**src/rsx_pkg.sv**
```systemverilog
/*
  rsx_pkg: shared types, constants and arithmetic for the rotate, subtract,
  skip, set and swap execute stage.
  assumes: imported by the execute stage and its testbench; no timescale here.
*/
package rsx_pkg;

  // operation codes delivered by the decoder
  typedef enum logic [4:0] {
    OP_NOP          = 5'h00,
    OP_RLC_MEM      = 5'h01,
    OP_RLC_ACC      = 5'h02,
    OP_RR_MEM       = 5'h03,
    OP_RR_ACC       = 5'h04,
    OP_RRC_MEM      = 5'h05,
    OP_RRC_ACC      = 5'h06,
    OP_SBC_ACC      = 5'h07,
    OP_SBC_MEM      = 5'h08,
    OP_DSZ_MEM      = 5'h09,
    OP_DSZ_ACC      = 5'h0a,
    OP_ISZ_MEM      = 5'h0b,
    OP_ISZ_ACC      = 5'h0c,
    OP_SKIP_BIT_NZ  = 5'h0d,
    OP_SET_BYTE     = 5'h0e,
    OP_SET_BIT      = 5'h0f,
    OP_SUB_ACC      = 5'h10,
    OP_SUB_MEM      = 5'h11,
    OP_SUB_IMM      = 5'h12,
    OP_SWAP         = 5'h13
  } rsx_op_t;

  // sequencer states, gray along ready -> dummy -> ready
  typedef enum logic {
    ST_READY = 1'b0,
    ST_DUMMY = 1'b1
  } rsx_state_t;

  // status flags, packed in the same order as the status register
  typedef struct packed {
    logic ov;
    logic z;
    logic ac;
    logic c;
  } rsx_flags_t;

  // one issued instruction with its operands
  typedef struct packed {
    rsx_op_t op;
    logic [7:0] mem;
    logic [7:0] imm;
    logic [2:0] bit_sel;
  } rsx_issue_t;

  // result of the shared add-complement adder
  typedef struct packed {
    rsx_flags_t flags;
    logic [7:0] res;
  } rsx_sum_t;

  // register map of the plain register port
  localparam logic [1:0] REG_ACC = 2'h0;
  localparam logic [1:0] REG_STATUS = 2'h1;
  localparam logic [1:0] REG_SKIPS = 2'h2;

  // reset values and fixed data
  localparam logic [7:0] ACC_RST = 8'h00;
  localparam rsx_flags_t FLAGS_RST = 4'h0;
  localparam logic [7:0] SET_BYTE_VAL = 8'hff;

  // cycles taken by a skip instruction, taken or not
  localparam int CYC_SKIP_TAKEN = 2;
  localparam int CYC_SKIP_NOT = 1;

  // a + ~b + cin with carry, nibble carry, zero and overflow
  function automatic rsx_sum_t rsx_sub_f(input logic [7:0] a,
                                        input logic [7:0] b,
                                        input logic cin);
    logic [7:0] nb;
    logic [4:0] lo;
    logic [8:0] full;
    rsx_sum_t r;
    nb = ~b;
    lo = {1'b0, a[3:0]} + {1'b0, nb[3:0]} + {4'h0, cin};
    full = {1'b0, a} + {1'b0, nb} + {8'h00, cin};
    r.res = full[7:0];
    r.flags.c = full[8];
    r.flags.ac = lo[4];
    r.flags.z = (full[7:0] == 8'h00);
    r.flags.ov = (a[7] == nb[7]) && (full[7] != a[7]);
    return r;
  endfunction

endpackage
```
**src/rsx_exec.sv**
```systemverilog
/*
  rsx_exec: execute stage for rotates, subtractions, skip-on-zero,
  skip-on-bit, byte and bit set, and nibble swap of an 8-bit core.
  assumes: the decoder hands one instruction per handshake with the memory
  byte already read; the memory write port, the fetch unit (which acts on
  skip_out) and the register master all run on mclk_in.
*/
// The address map and strobed register access were decided locally.
`timescale 1ns/10ps
`default_nettype none

module rsx_exec
  import rsx_pkg::*;
#(
  parameter int SKIP_CNT_W = 8
) (
  input wire logic mclk_in,
  input wire logic srst_in,
  input wire logic ce_in,
  input wire logic op_valid_in,
  input wire rsx_issue_t iss_in,
  output logic op_ready_out,
  output logic mem_we_out,
  output logic [7:0] mem_wdata_out,
  output logic [7:0] acc_out,
  output rsx_flags_t flags_out,
  output logic skip_out,
  output logic done_out,
  input wire logic [1:0] reg_addr_in,
  input wire logic [7:0] reg_wdata_in,
  input wire logic reg_wr_in,
  input wire logic reg_rd_in,
  output logic [7:0] reg_rdata_out
);

  // the skip counter is read back through an 8-bit register
  if (SKIP_CNT_W < 1 || SKIP_CNT_W > 8) begin : g_chk
    $error("rsx_exec: SKIP_CNT_W must lie in 1..8");
  end

  rsx_state_t state;
  logic fire;
  logic [SKIP_CNT_W-1:0] skip_cnt;
  rsx_sum_t sub_r;
  logic [7:0] sub_b;
  logic sub_cin;
  logic [7:0] dec_v;
  logic [7:0] inc_v;
  logic sel_bit;
  logic next_acc_we;
  logic [7:0] next_acc;
  logic next_flags_we;
  rsx_flags_t next_flags;
  logic next_mem_we;
  logic [7:0] next_mem;
  logic next_skip;

  // an instruction is taken only outside the dummy cycle
  assign op_ready_out = (state == ST_READY);
  assign fire = ce_in && op_valid_in && op_ready_out;

  // shared adder: immediate or memory operand, carry-in 1 or c
  assign sub_b = (iss_in.op == OP_SUB_IMM) ? iss_in.imm : iss_in.mem;
  assign sub_cin = (iss_in.op == OP_SBC_ACC || iss_in.op == OP_SBC_MEM) ?
                   flags_out.c : 1'b1;
  assign sub_r = rsx_sub_f(acc_out, sub_b, sub_cin);
  assign dec_v = 8'(iss_in.mem - 8'h01);
  assign inc_v = 8'(iss_in.mem + 8'h01);
  assign sel_bit = iss_in.mem[iss_in.bit_sel];

  // per-operation result, destination and skip decision
  always_comb begin
    next_acc_we = 1'b0;
    next_acc = acc_out;
    next_flags_we = 1'b0;
    next_flags = flags_out;
    next_mem_we = 1'b0;
    next_mem = iss_in.mem;
    next_skip = 1'b0;
    unique case (iss_in.op)
      OP_RLC_MEM: begin
        next_mem_we = 1'b1;
        {next_flags.c, next_mem} = {iss_in.mem, flags_out.c};
        next_flags_we = 1'b1;
      end
      OP_RLC_ACC: begin
        next_acc_we = 1'b1;
        {next_flags.c, next_acc} = {iss_in.mem, flags_out.c};
        next_flags_we = 1'b1;
      end
      OP_RR_MEM: begin
        next_mem_we = 1'b1;
        next_mem = {iss_in.mem[0], iss_in.mem[7:1]};
      end
      OP_RR_ACC: begin
        next_acc_we = 1'b1;
        next_acc = {iss_in.mem[0], iss_in.mem[7:1]};
      end
      OP_RRC_MEM: begin
        next_mem_we = 1'b1;
        {next_mem, next_flags.c} = {flags_out.c, iss_in.mem};
        next_flags_we = 1'b1;
      end
      OP_RRC_ACC: begin
        next_acc_we = 1'b1;
        {next_acc, next_flags.c} = {flags_out.c, iss_in.mem};
        next_flags_we = 1'b1;
      end
      OP_SBC_ACC, OP_SUB_ACC, OP_SUB_IMM: begin
        next_acc_we = 1'b1;
        next_acc = sub_r.res;
        next_flags_we = 1'b1;
        next_flags = sub_r.flags;
      end
      OP_SBC_MEM, OP_SUB_MEM: begin
        next_mem_we = 1'b1;
        next_mem = sub_r.res;
        next_flags_we = 1'b1;
        next_flags = sub_r.flags;
      end
      OP_DSZ_MEM: begin
        next_mem_we = 1'b1;
        next_mem = dec_v;
        next_skip = (dec_v == 8'h00);
      end
      OP_DSZ_ACC: begin
        next_acc_we = 1'b1;
        next_acc = dec_v;
        next_skip = (dec_v == 8'h00);
      end
      OP_ISZ_MEM: begin
        next_mem_we = 1'b1;
        next_mem = inc_v;
        next_skip = (inc_v == 8'h00);
      end
      OP_ISZ_ACC: begin
        next_acc_we = 1'b1;
        next_acc = inc_v;
        next_skip = (inc_v == 8'h00);
      end
      OP_SKIP_BIT_NZ: begin
        next_skip = sel_bit;
      end
      OP_SET_BYTE: begin
        next_mem_we = 1'b1;
        next_mem = SET_BYTE_VAL;
      end
      OP_SET_BIT: begin
        next_mem_we = 1'b1;
        next_mem = iss_in.mem | (8'h01 << iss_in.bit_sel);
      end
      OP_SWAP: begin
        next_mem_we = 1'b1;
        next_mem = {iss_in.mem[3:0], iss_in.mem[7:4]};
      end
      OP_NOP: begin
        next_skip = 1'b0;
      end
      default: begin
        next_skip = 1'b0; // unused codes retire as no-ops
      end
    endcase
  end

  // accumulator: a retiring instruction beats a same-cycle port write
  always_ff @(posedge mclk_in) begin
    if (srst_in) begin
      acc_out <= ACC_RST;
    end else if (ce_in) begin
      if (fire && next_acc_we) begin
        acc_out <= next_acc;
      end else if (reg_wr_in && reg_addr_in == REG_ACC) begin
        acc_out <= reg_wdata_in;
      end
    end
  end

  // status flags, same priority as the accumulator
  always_ff @(posedge mclk_in) begin
    if (srst_in) begin
      flags_out <= FLAGS_RST;
    end else if (ce_in) begin
      if (fire && next_flags_we) begin
        flags_out <= next_flags;
      end else if (reg_wr_in && reg_addr_in == REG_STATUS) begin
        flags_out <= reg_wdata_in[3:0];
      end
    end
  end

  // memory write port: strobe one cycle, data held until the next write
  always_ff @(posedge mclk_in) begin
    if (srst_in) begin
      mem_we_out <= 1'b0;
      mem_wdata_out <= 8'h00;
    end else if (ce_in) begin
      mem_we_out <= fire && next_mem_we;
      if (fire && next_mem_we) begin
        mem_wdata_out <= next_mem;
      end
    end
  end

  // sequencer: a taken skip adds one dummy cycle before retiring
  always_ff @(posedge mclk_in) begin
    if (srst_in) begin
      state <= ST_READY;
      skip_out <= 1'b0;
      done_out <= 1'b0;
    end else if (ce_in) begin
      if (fire) begin
        skip_out <= next_skip;
        done_out <= !next_skip;
        state <= next_skip ? ST_DUMMY : ST_READY;
      end else if (state == ST_DUMMY) begin
        skip_out <= 1'b0;
        done_out <= 1'b1;
        state <= ST_READY;
      end else begin
        skip_out <= 1'b0;
        done_out <= 1'b0;
      end
    end
  end

  // count of taken skips, wraps, cleared by a write to its address unless a skip is taken that cycle
  always_ff @(posedge mclk_in) begin
    if (srst_in) begin
      skip_cnt <= '0;
    end else if (ce_in) begin
      if (fire && next_skip) begin
        skip_cnt <= skip_cnt + 1'b1;
      end else if (reg_wr_in && reg_addr_in == REG_SKIPS) begin
        skip_cnt <= '0;
      end
    end
  end

  // read data stand for the one cycle after the read strobe
  always_ff @(posedge mclk_in) begin
    if (srst_in) begin
      reg_rdata_out <= 8'h00;
    end else if (ce_in) begin
      reg_rdata_out <= 8'h00;
      if (reg_rd_in) begin
        unique case (reg_addr_in)
          REG_ACC: reg_rdata_out <= acc_out;
          REG_STATUS: reg_rdata_out <= {4'h0, flags_out};
          REG_SKIPS: reg_rdata_out <= 8'(skip_cnt);
          default: reg_rdata_out <= 8'h00;
        endcase
      end
    end
  end

  // helpers that let the checks look back at the operands
  logic [7:0] in_mem;
  logic [2:0] in_bit;
  logic cur_c;
  assign in_mem = iss_in.mem;
  assign in_bit = iss_in.bit_sel;
  assign cur_c = flags_out.c;
endmodule

`default_nettype wire

```
**config.mk**
```make
export PLATFORM = sky130hd
export DESIGN_NAME = rsx_exec
export DESIGN_NICKNAME = d
export VERILOG_FILES = /design/src/rsx_pkg.sv /design/src/rsx_exec.sv
export SDC_FILE = /design/constraint.sdc
export NUM_CORES = 1
export LEC_CHECK = 0
export BUFFER_PORTS_ARGS = -buffer_cell sky130_fd_sc_hd__buf_2
export CORE_MARGIN = 4
export CORE_UTILIZATION = 60
export DETAILED_ROUTE_END_ITERATION = 12
export GPL_TIMING_DRIVEN = 1
export PLACE_DENSITY = 0.85
export SLEW_MARGIN = 15
export SYNTH_ARGS = -nofsm -noshare
export SYNTH_HDL_FRONTEND = slang
export SYNTH_SLANG_ARGS = --single-unit
```
**constraint.sdc**
```tcl
create_clock -name mclk_in -period 7.32 [get_ports mclk_in]
set_input_delay 1.83 -clock mclk_in [delete_from_list [all_inputs] [get_ports mclk_in]]
set_output_delay 1.83 -clock mclk_in [all_outputs]
set_load 0.02 [all_outputs]
```
# Word level (Yosys, flattened, before mapping)

Index checks and enable logic that the tools add are counted.

Register bits after elaboration: 40
Input port bits: 40
Output and inout bits: 32
Logic and storage cells: 109

Add/subtract/negate cells: 7
Magnitude comparators: 1
Equal/unequal tests: 26
Shifts and indexed selects: 1
Mux-type cells: 25
Bitwise logic cells: 3
Reductions and logical operators: 34

Operators by type and width:

| operator                                                           | count |
|---|---|
| 8-bit one-hot mux with 9 select lines                              | 1 |
| 8-bit two-way mux                                                  | 6 |
| 8-bit one-hot mux with 6 select lines                              | 1 |
| 5-bit by 4-bit == test with 1-bit output, second input constant    | 8 |
| 8-bit zero test                                                    | 3 |
| 8-bit one-hot mux with 3 select lines                              | 1 |
| 5-bit by 3-bit == test with 1-bit output, second input constant    | 4 |
| 5-bit == test, second input constant                               | 4 |
| 8-bit by 1-bit adder with 8-bit output, second input constant      | 2 |
| 5-bit by 2-bit == test with 1-bit output, second input constant    | 2 |
| 1-bit logical AND                                                  | 10 |
| 1-bit two-way mux                                                  | 10 |
| 10-bit OR reduction                                                | 1 |
| 2-bit OR reduction                                                 | 5 |
| 8-bit by 8-bit adder with 9-bit output                             | 1 |
| 9-bit by 1-bit adder with 9-bit output                             | 1 |
| 3-bit AND reduction                                                | 3 |
| 9-bit OR reduction                                                 | 1 |
| 4-bit two-way mux                                                  | 2 |
| 8-bit inverter                                                     | 1 |
| 8-bit bitwise OR                                                   | 1 |
| 8-bit OR reduction                                                 | 1 |
| 1-bit by 3-bit left shift with 8-bit output, first input constant  | 1 |
| 8-bit by 1-bit subtractor with 8-bit output, second input constant | 1 |
| 22 further kinds                                                   | 26 |

# Longest topological paths before layout

Gate-level depths: netlist (run 1).

Word-level depth: 9
Depth in mapped cells: 17

# Worst setup path after synthesis (run 1)

No wires, ideal clock.

Kind: input port to flip-flop
Start: input iss_in[21] (netlist bit)
End: register flags_out[2] (netlist bit)
Setup time: 91 ps
Arrival: 5373 ps
Slack: 1857 ps
Stages on the path: 17
Buffers on the path: 2
Path through: buf_2 buf_6 nor2b_1 nand2_1 nor2_1 nand2_1 o21ai_0 fa_1 inv_1 fa_1 a21o_1 a21oi_4 xnor2_1 nor4b_2 nand3_1 or4_1 a311oi_1

Word-level cells in the longest chain between the ends: 8
Elaborated cells on any way between the ends: 25
Classes of those cells: add/sub: 2; eq/ne: 10; mux: 5; bitwise: 1; reduce/logical: 7

RTL lines:

| element                                | RTL line                       | RTL |
|---|---|---|
| start: declaration                     | rsx_exec.sv:21                 | `input wire rsx_issue_t iss_in,` |
| 5-bit == test                          | rsx_exec.sv:63, rsx_exec.sv:80 |  |
| 8-bit two-way mux                      | rsx_exec.sv:63                 | `assign sub_b = (iss_in.op == OP_SUB_IMM) ? iss_in.imm : iss_in.mem;` |
| 8-bit inverter                         | rsx_pkg.sv:82                  | `nb = ~b;` |
| 8-bit by 8-bit adder with 9-bit output | rsx_pkg.sv:84                  | `full = {1'b0, a} + {1'b0, nb} + {8'h00, cin};` |
| 9-bit by 1-bit adder with 9-bit output | rsx_pkg.sv:84                  |  |
| 8-bit zero test                        | rsx_pkg.sv:88                  | `r.flags.z = (full[7:0] == 8'h00);` |
| 3-bit two-way mux                      | rsx_exec.sv:80                 | `unique case (iss_in.op)` |
| 4-bit two-way mux                      | rsx_exec.sv:183                | `if (fire && next_flags_we) begin` |
| end signal: assignment                 | rsx_exec.sv:184                | `flags_out <= next_flags;` |
| end signal: assignment                 | rsx_exec.sv:186                | `flags_out <= reg_wdata_in[3:0];` |
| end: declaration                       | rsx_exec.sv:26                 | `output rsx_flags_t flags_out,` |

Parallel ways exist; a longest one is shown, timed or not. The select of a mux whose other input is x is not followed.
A chain may end at the register's enable or synchronous reset.

# Worst setup path after layout (run 1)

Start: input iss_in[20] (netlist bit)
End: register flags_out[2] (netlist bit)

The elaborated chain is that of the path after synthesis.

==> impl_metrics.csv, run 1 <==
group,metric,value,unit
status,status,"finished, final reports clean",
logic_synthesis,synth_top_area_cell,"dfxtp_1",
worst_setup_path,required,7.54,ns
timing,hold_viol_final,0,
global_routing,grt_pass1_wl,20030,um
logic_synthesis,yosys-top-cells-count,"51 x nand2_1, 51 x nor2_1, 39 x dfxtp_1",
timing,setup_violations,0,
clocking,clk_path_buf_depth,2,
routing,wl,12760,um
timing,timing.hold.ws,0.4521,ns
logic_synthesis,syn_area,0.003802,mm2
timing,fmax,171.3,MHz
logic_synthesis,ys_warn_count,0,
die,start_util,63.10,%
logic_synthesis,ys_ff_latch,39,
routing,viasPerCell,6.813,
logic_synthesis,syn_avg_cell_area,7.355,um2
routing,drc_errors,0,
hold_path,hold_class,"register to register",
timing,min_period,5.837,ns
timing,tns,0,ns
placed_design,portBuffers,71,
global_routing,grt_pass1_vias,3886,
clocking,post-cts-setup-buffer-count,0,
logic_synthesis,synth_nets,570,
timing,skew,0.007298,ns
logic_synthesis,synth_area_leaders,"dfxtp_1 21%, nand2_1 5.0%, nor2_1 5.0%",
die,core_area,0.006026,mm2
placed_design,gp_congestion,1.011,
global_routing,antenna_found_initial,0,
logic_synthesis,synthesis.instances,517,
clocking,numCtsBuffers,5,
timing,maxSlewHeadroom,40.01,%
routing,dr.pass1.iters,7,
clocking,clockRootBuffer,"clkbuf_8",
timing,min_period_over_period,79.74,%
die,die-area,0.007675,mm2
clocking,cts_resized,0,
clocking,tritoncts,"done",
clocking,clock_latency,0.30,ns
logic_synthesis,synth_top_area_share,20.53,%
global_routing,grt_max_degree,35,
worst_setup_path,worstPathArrival,6.05,ns
finish,drive_gt1_share,18.20,%
power,peakVddDrop,0.1049,mV
finish,num-nets-final,607,
worst_setup_path,crit_path_top_delay_cell,"nor2_1",
logic_synthesis,synth-main-ff-cell,"dfxtp_1",
routing,drtAntennaViolNets,0,
power,power.density,138.9,mW/mm2
job,drv_cap,0,
die,fp.dieW,87.61,um
routing,detail_route.iter0.violations,522,
clocking,htreeDepth,2,
die,io_pins,72,
worst_setup_path,reg2reg_slack,3.98,ns
timing,rsz0062_at_grt,"no",
worst_setup_path,crit_chain,"buf_2 > nor2b_1 > nand2_1 > nor2_1 > nand2_1 > o21ai_0 > fa_1 > inv_1 > fa_1 > a21o_1 > a21oi_4 > xnor2_1 > nor4b_2 > nand3_1 > or4_1 > a311oi_1",
logic_synthesis,synth_edf_count,0,
finish,num_antenna_cells,0,
timing,drv_slew,0,
logic_synthesis,async_reset_ff_share,0,%
die,die_h,87.61,um
worst_setup_path,start_kind,"input pin",
worst_setup_path,slowest_delay,0.68,ns
routing,vias,4292,
global_routing,grt_usage,33.13,%
finish,area_delta_synth_final,9.641,%
logic_synthesis,ys_types,72,
power,p_leak,1.657,nW
placed_design,dpl.hpwl,9535,um
clocking,clock-sinks,39,
clocking,postCtsHoldBufs,0,
logic_synthesis,ys_seq_area_share,20.53,%
die,rows,28,
timing,tightest_slew,0.8966,ns
clocking,path_clk_slew,0.08,ns
worst_setup_path,crit_fanout,24,
routing,avgRoutedWirePerCell,20.25,um
worst_setup_path,critPathKind,"input pin to register",
global_routing,overflow,0,
worst_setup_path,cp-end-kind,"register",
## critical path, delay by kind of cell
family          cells  cell delay [ns]
fa+ha+maj           2             0.65
compound gates      4             0.85
simple gates        7             2.15
buf+inv             2             0.42
xor+xnor            1             0.15
## through the flow
step	utilization (%)	instances	total power [mW]	instance area, um2	worst slack, ns
after global placement	67.32	622	0.3871	4056	1.478
after global routing	69.19	630	0.6006	4169	1.184
after CTS	69.19	630	0.5739	4169	1.516
after detailed placement	67.32	622	0.3904	4056	1.236
after floorplan	-	517	0.3450	3802	1.857
final	69.19	630	0.5791	4169	1.483
## logic make-up after synthesis
family / after synthesis / share of synthesized area (%)
multiplexers: 25 / 7.436
adder cells (fa/ha/maj): 13 / 4.673
XOR/XNOR: 20 / 4.607
buffers and inverters: 56 / 6.614
flip-flops: 39 / 20.53
AO/OA/AOI/OAI: 158 / 28.63
AND/OR/NAND/NOR: 206 / 27.51
## path summary, 6_finish.rpt
kind,endpoint,cells after the start,start
worst min-delay path,reg_rdata_out[0],2,reg_rdata_out[0]
worst max-delay path,flags_out[2],16,iss_in[20]
worst max register to register,flags_out[2],11,cur_c
worst min register to register,reg_rdata_out[0],2,reg_rdata_out[0]
## layout make-up
class                           count  area (um2)
Sequential cell                    39       780.7
Fill cell                         548        1857
Clock inverter                      3       43.79
Multi-Input combinational cell    422        2770
Clock buffer                        5       68.82
Tap cell                           75       93.84
Timing Repair Buffer               71       355.3
Inverter                           15       56.30
## metal layers
| layer | vias up | global-route usage, % | part of all wire, % |
|---|---|---|---|
| li1 | 1995 | - | - |
| met1 | 2019 | 43.18 | 40 |
| met2 | 234 | 55.41 | 48 |
| met3 | 44 | 4.421 | 8.1 |
| met4 | 0 | 12.97 | 3.3 |
| met5 | - | 0 | 0 |
## cells in the final DEF, fill, tap and decap left out, types with 7 or more instances in the layout
cell type  synthesis  layout
o221ai_1           8       8
xnor2_1           13      13
nand2b_1           8       8
a21o_1             7       7
mux2i_1           17      17
xor2_1             7       7
inv_1             15      15
o21ai_0           22      22
nand3_1           19      19
a22oi_1           10      10
nor2_1            51      51
a211oi_1          12      12
a31oi_1            8       8
nor3_1            27      27
a21oi_1           35      35
ha_1              11      11
nand2_1           51      51
buf_2              6      71
dfxtp_1           39      39
o22ai_1            8       8
## sequential cells by signal, summed over array words and instances, names as in the netlist
name / cells
flags_out: 3
mem_wdata_out: 8
acc_out: 8
cur_c: 1
done_out: 1
reg_rdata_out: 8
skip_cnt: 8
mem_we_out: 1
skip_out: 1
## report_power, final
part,switching (mW),internal (mW)
sequential,0.00517,0.218
combinational,0.109,0.0587
clock,0.0870,0.102
total,0.201,0.378
Power figures use the tool's default switching activity.
==> run 2, diff against run 1 <==
--- a/config.mk
+++ b/config.mk
@@ -7,10 +7,10 @@
 export LEC_CHECK = 0
 export BUFFER_PORTS_ARGS = -buffer_cell sky130_fd_sc_hd__buf_2
 export CORE_MARGIN = 4
-export CORE_UTILIZATION = 60
+export CORE_UTILIZATION = 51
 export DETAILED_ROUTE_END_ITERATION = 12
 export GPL_TIMING_DRIVEN = 1
-export PLACE_DENSITY = 0.85
+export PLACE_DENSITY = 0.77
 export SLEW_MARGIN = 15
 export SYNTH_ARGS = -nofsm -noshare
 export SYNTH_HDL_FRONTEND = slang
==> constraint.sdc (replaced) <==
create_clock -name mclk_in -period 5.2 [get_ports mclk_in]
set_input_delay 1.3 -clock mclk_in [delete_from_list [all_inputs] [get_ports mclk_in]]
set_output_delay 1.3 -clock mclk_in [all_outputs]
set_load 0.02 [all_outputs]
==> run 2 against run 1 <==
Against the previous run:
- sequential power up 41%
- critical path depth did not move
- routed wire length down 0.11%
- critical path type unchanged
- critical endpoint unchanged
- largest power group unchanged
==> impl_metrics.csv, run 2 (synthesis results as in run 1) <==
group,metric,value,unit
finish,fin_cells,662,
worst_setup_path,slowest_delay,0.52,ns
clocking,htreeDepth,2,
timing,rsz0062_at_grt,"no",
timing,timing.hold.ws,0.4538,ns
power,peakVddDrop,0.09782,mV
worst_setup_path,cp-end-kind,"register",
clocking,postCtsHoldBufs,0,
timing,min_period_over_period,88.86,%
placed_design,gp_congestion,0.9566,
global_routing,grt_usage,28.40,%
routing,drc_errors,0,
timing,tns,0,ns
worst_setup_path,crit_chain,"buf_2 > nor2b_1 > nand2_1 > nor2_1 > nand2_1 > o21ai_0 > fa_1 > inv_1 > fa_1 > a21o_1 > a21oi_4 > xnor2_1 > nor4b_2 > nand3_1 > or4_1 > a311oi_1",
worst_setup_path,critPathKind,"input pin to register",
global_routing,grt_pass1_vias,3903,
timing,hold_viol_final,0,
worst_setup_path,rr_worst_depth,11,
clocking,tritoncts,"done",
worst_setup_path,crit_fanout,16,
routing,dr.pass1.iters,5,
clocking,clk_path_buf_depth,2,
finish,layout_commonest_cell,"buf_2",
hold_path,hold_class,"register to register",
global_routing,grt_max_degree,35,
die,die-area,0.008901,mm2
placed_design,portBuffers,71,
die,rows,31,
placed_design,placed_cells,654,
clocking,cts_resized,0,
finish,area_delta_synth_final,11.29,%
clocking,clock_latency,0.30,ns
worst_setup_path,worstPathArrival,4.83,ns
worst_setup_path,required,5.41,ns
worst_setup_path,start_kind,"input pin",
worst_setup_path,crit_path_top_delay_cell,"or4_1",
clocking,clockRootBuffer,"clkbuf_8",
routing,vias,4315,
global_routing,overflow,0,
routing,avgRoutedWirePerCell,19.25,um
clocking,path_clk_slew,0.08,ns
clocking,post-cts-setup-buffer-count,0,
routing,wl,12740,um
placed_design,dpl.hpwl,9524,um
finish,num-nets-final,615,
timing,maxSlewHeadroom,30.03,%
clocking,numCtsBuffers,5,
timing,skew,0.004312,ns
die,start_util,52.42,%
finish,layout_common_cells,"71 x buf_2, 51 x nand2_1, 51 x nor2_1",
die,fp.dieW,94.35,um
job,drv_cap,0,
timing,setup_violations,0,
timing,min_period,4.621,ns
die,core_area,0.007253,mm2
die,die_h,94.35,um
timing,fmax,216.4,MHz
global_routing,grt_pass1_wl,20090,um
timing,drv_slew,0,
hold_path,min_path_cells,2,
power,p_leak,1.680,nW
routing,viasPerCell,6.518,
routing,drtAntennaViolNets,0,
die,io_pins,72,
power,power.density,180.8,mW/mm2
status,status,"finished, final reports clean",
finish,num_antenna_cells,0,
worst_setup_path,cp.depth,16,
clocking,clock-sinks,39,
global_routing,antenna_found_initial,0,
timing,tightest_slew,1.043,ns
worst_setup_path,critPathTopFamily,"simple AND/OR/NAND/NOR gates",
finish,drive_gt1_share,19.18,%
worst_setup_path,critPathBufInv,2,
routing,detail_route.iter0.violations,380,
run 2: cell count changes in the layout (fill, tap and decap cells not counted):
cell	delta
clkinv_4	-1
buf_4	+8
clkbuf_1	+1
clkinvlp_4	+1
bufinv_16	-1
run 2: per-stage QoR:
stage	utilization [%]	setup WS [ns]	area [um2]	power, mW
after floorplan	-	0.2665	3802	0.4857
after global placement	57.17	0.4879	4146	0.5505
after detailed placement	57.17	0.3259	4146	0.5551
after CTS	58.34	0.6442	4232	0.7608
after global routing	58.34	0.3339	4232	0.8006
final	58.34	0.5793	4232	0.7650
run 2: layer usage:
layer	vias up	track usage (%)	wire [um]
li1	2009	-	-
met1	2034	39.01	5489
met2	240	45.15	5867
met3	32	4.064	1050
met4	0	10.59	335
met5	-	0	0
run 2: worst register-to-register path: stages (launching register included):
cell      delay [ns]
dfxtp_1         0.42
nor3_1          0.33
fa_1            0.26
inv_1           0.06
fa_1            0.40
a21o_1          0.22
a21oi_4         0.20
xnor2_1         0.13
nor4b_2         0.27
nand3_1         0.11
or4_1           0.52
a311oi_1        0.28
run 2: area by class of cell:
class / instances / area [um2]
clock buffers: 6 / 72.57
clock inverters: 2 / 12.51
fillers: 708 / 3022
inverters: 15 / 56.30
multi-input cells: 422 / 2770
flip-flops and latches: 39 / 780.7
well taps: 99 / 123.9
repair buffers: 79 / 415.4
run 2: final timing paths:
| kind | startpoint | slack [ns] | end |
|---|---|---|---|
| setup / recovery | iss_in[21] | 0.58 | flags_out[2] |
| hold reg to reg | reg_rdata_out[0] | 0.45 | reg_rdata_out[0] |
| hold / removal | reg_rdata_out[0] | 0.45 | reg_rdata_out[0] |
| setup reg to reg | cur_c | 1.92 | flags_out[2] |
run 2: where the power goes:
part,internal (mW),switching [mW],leakage [nW]
Combinational,0.0861,0.154,1.32
Clock,0.0940,0.117,0.0412
Sequential,0.306,0.00800,0.316
Total,0.487,0.278,1.68
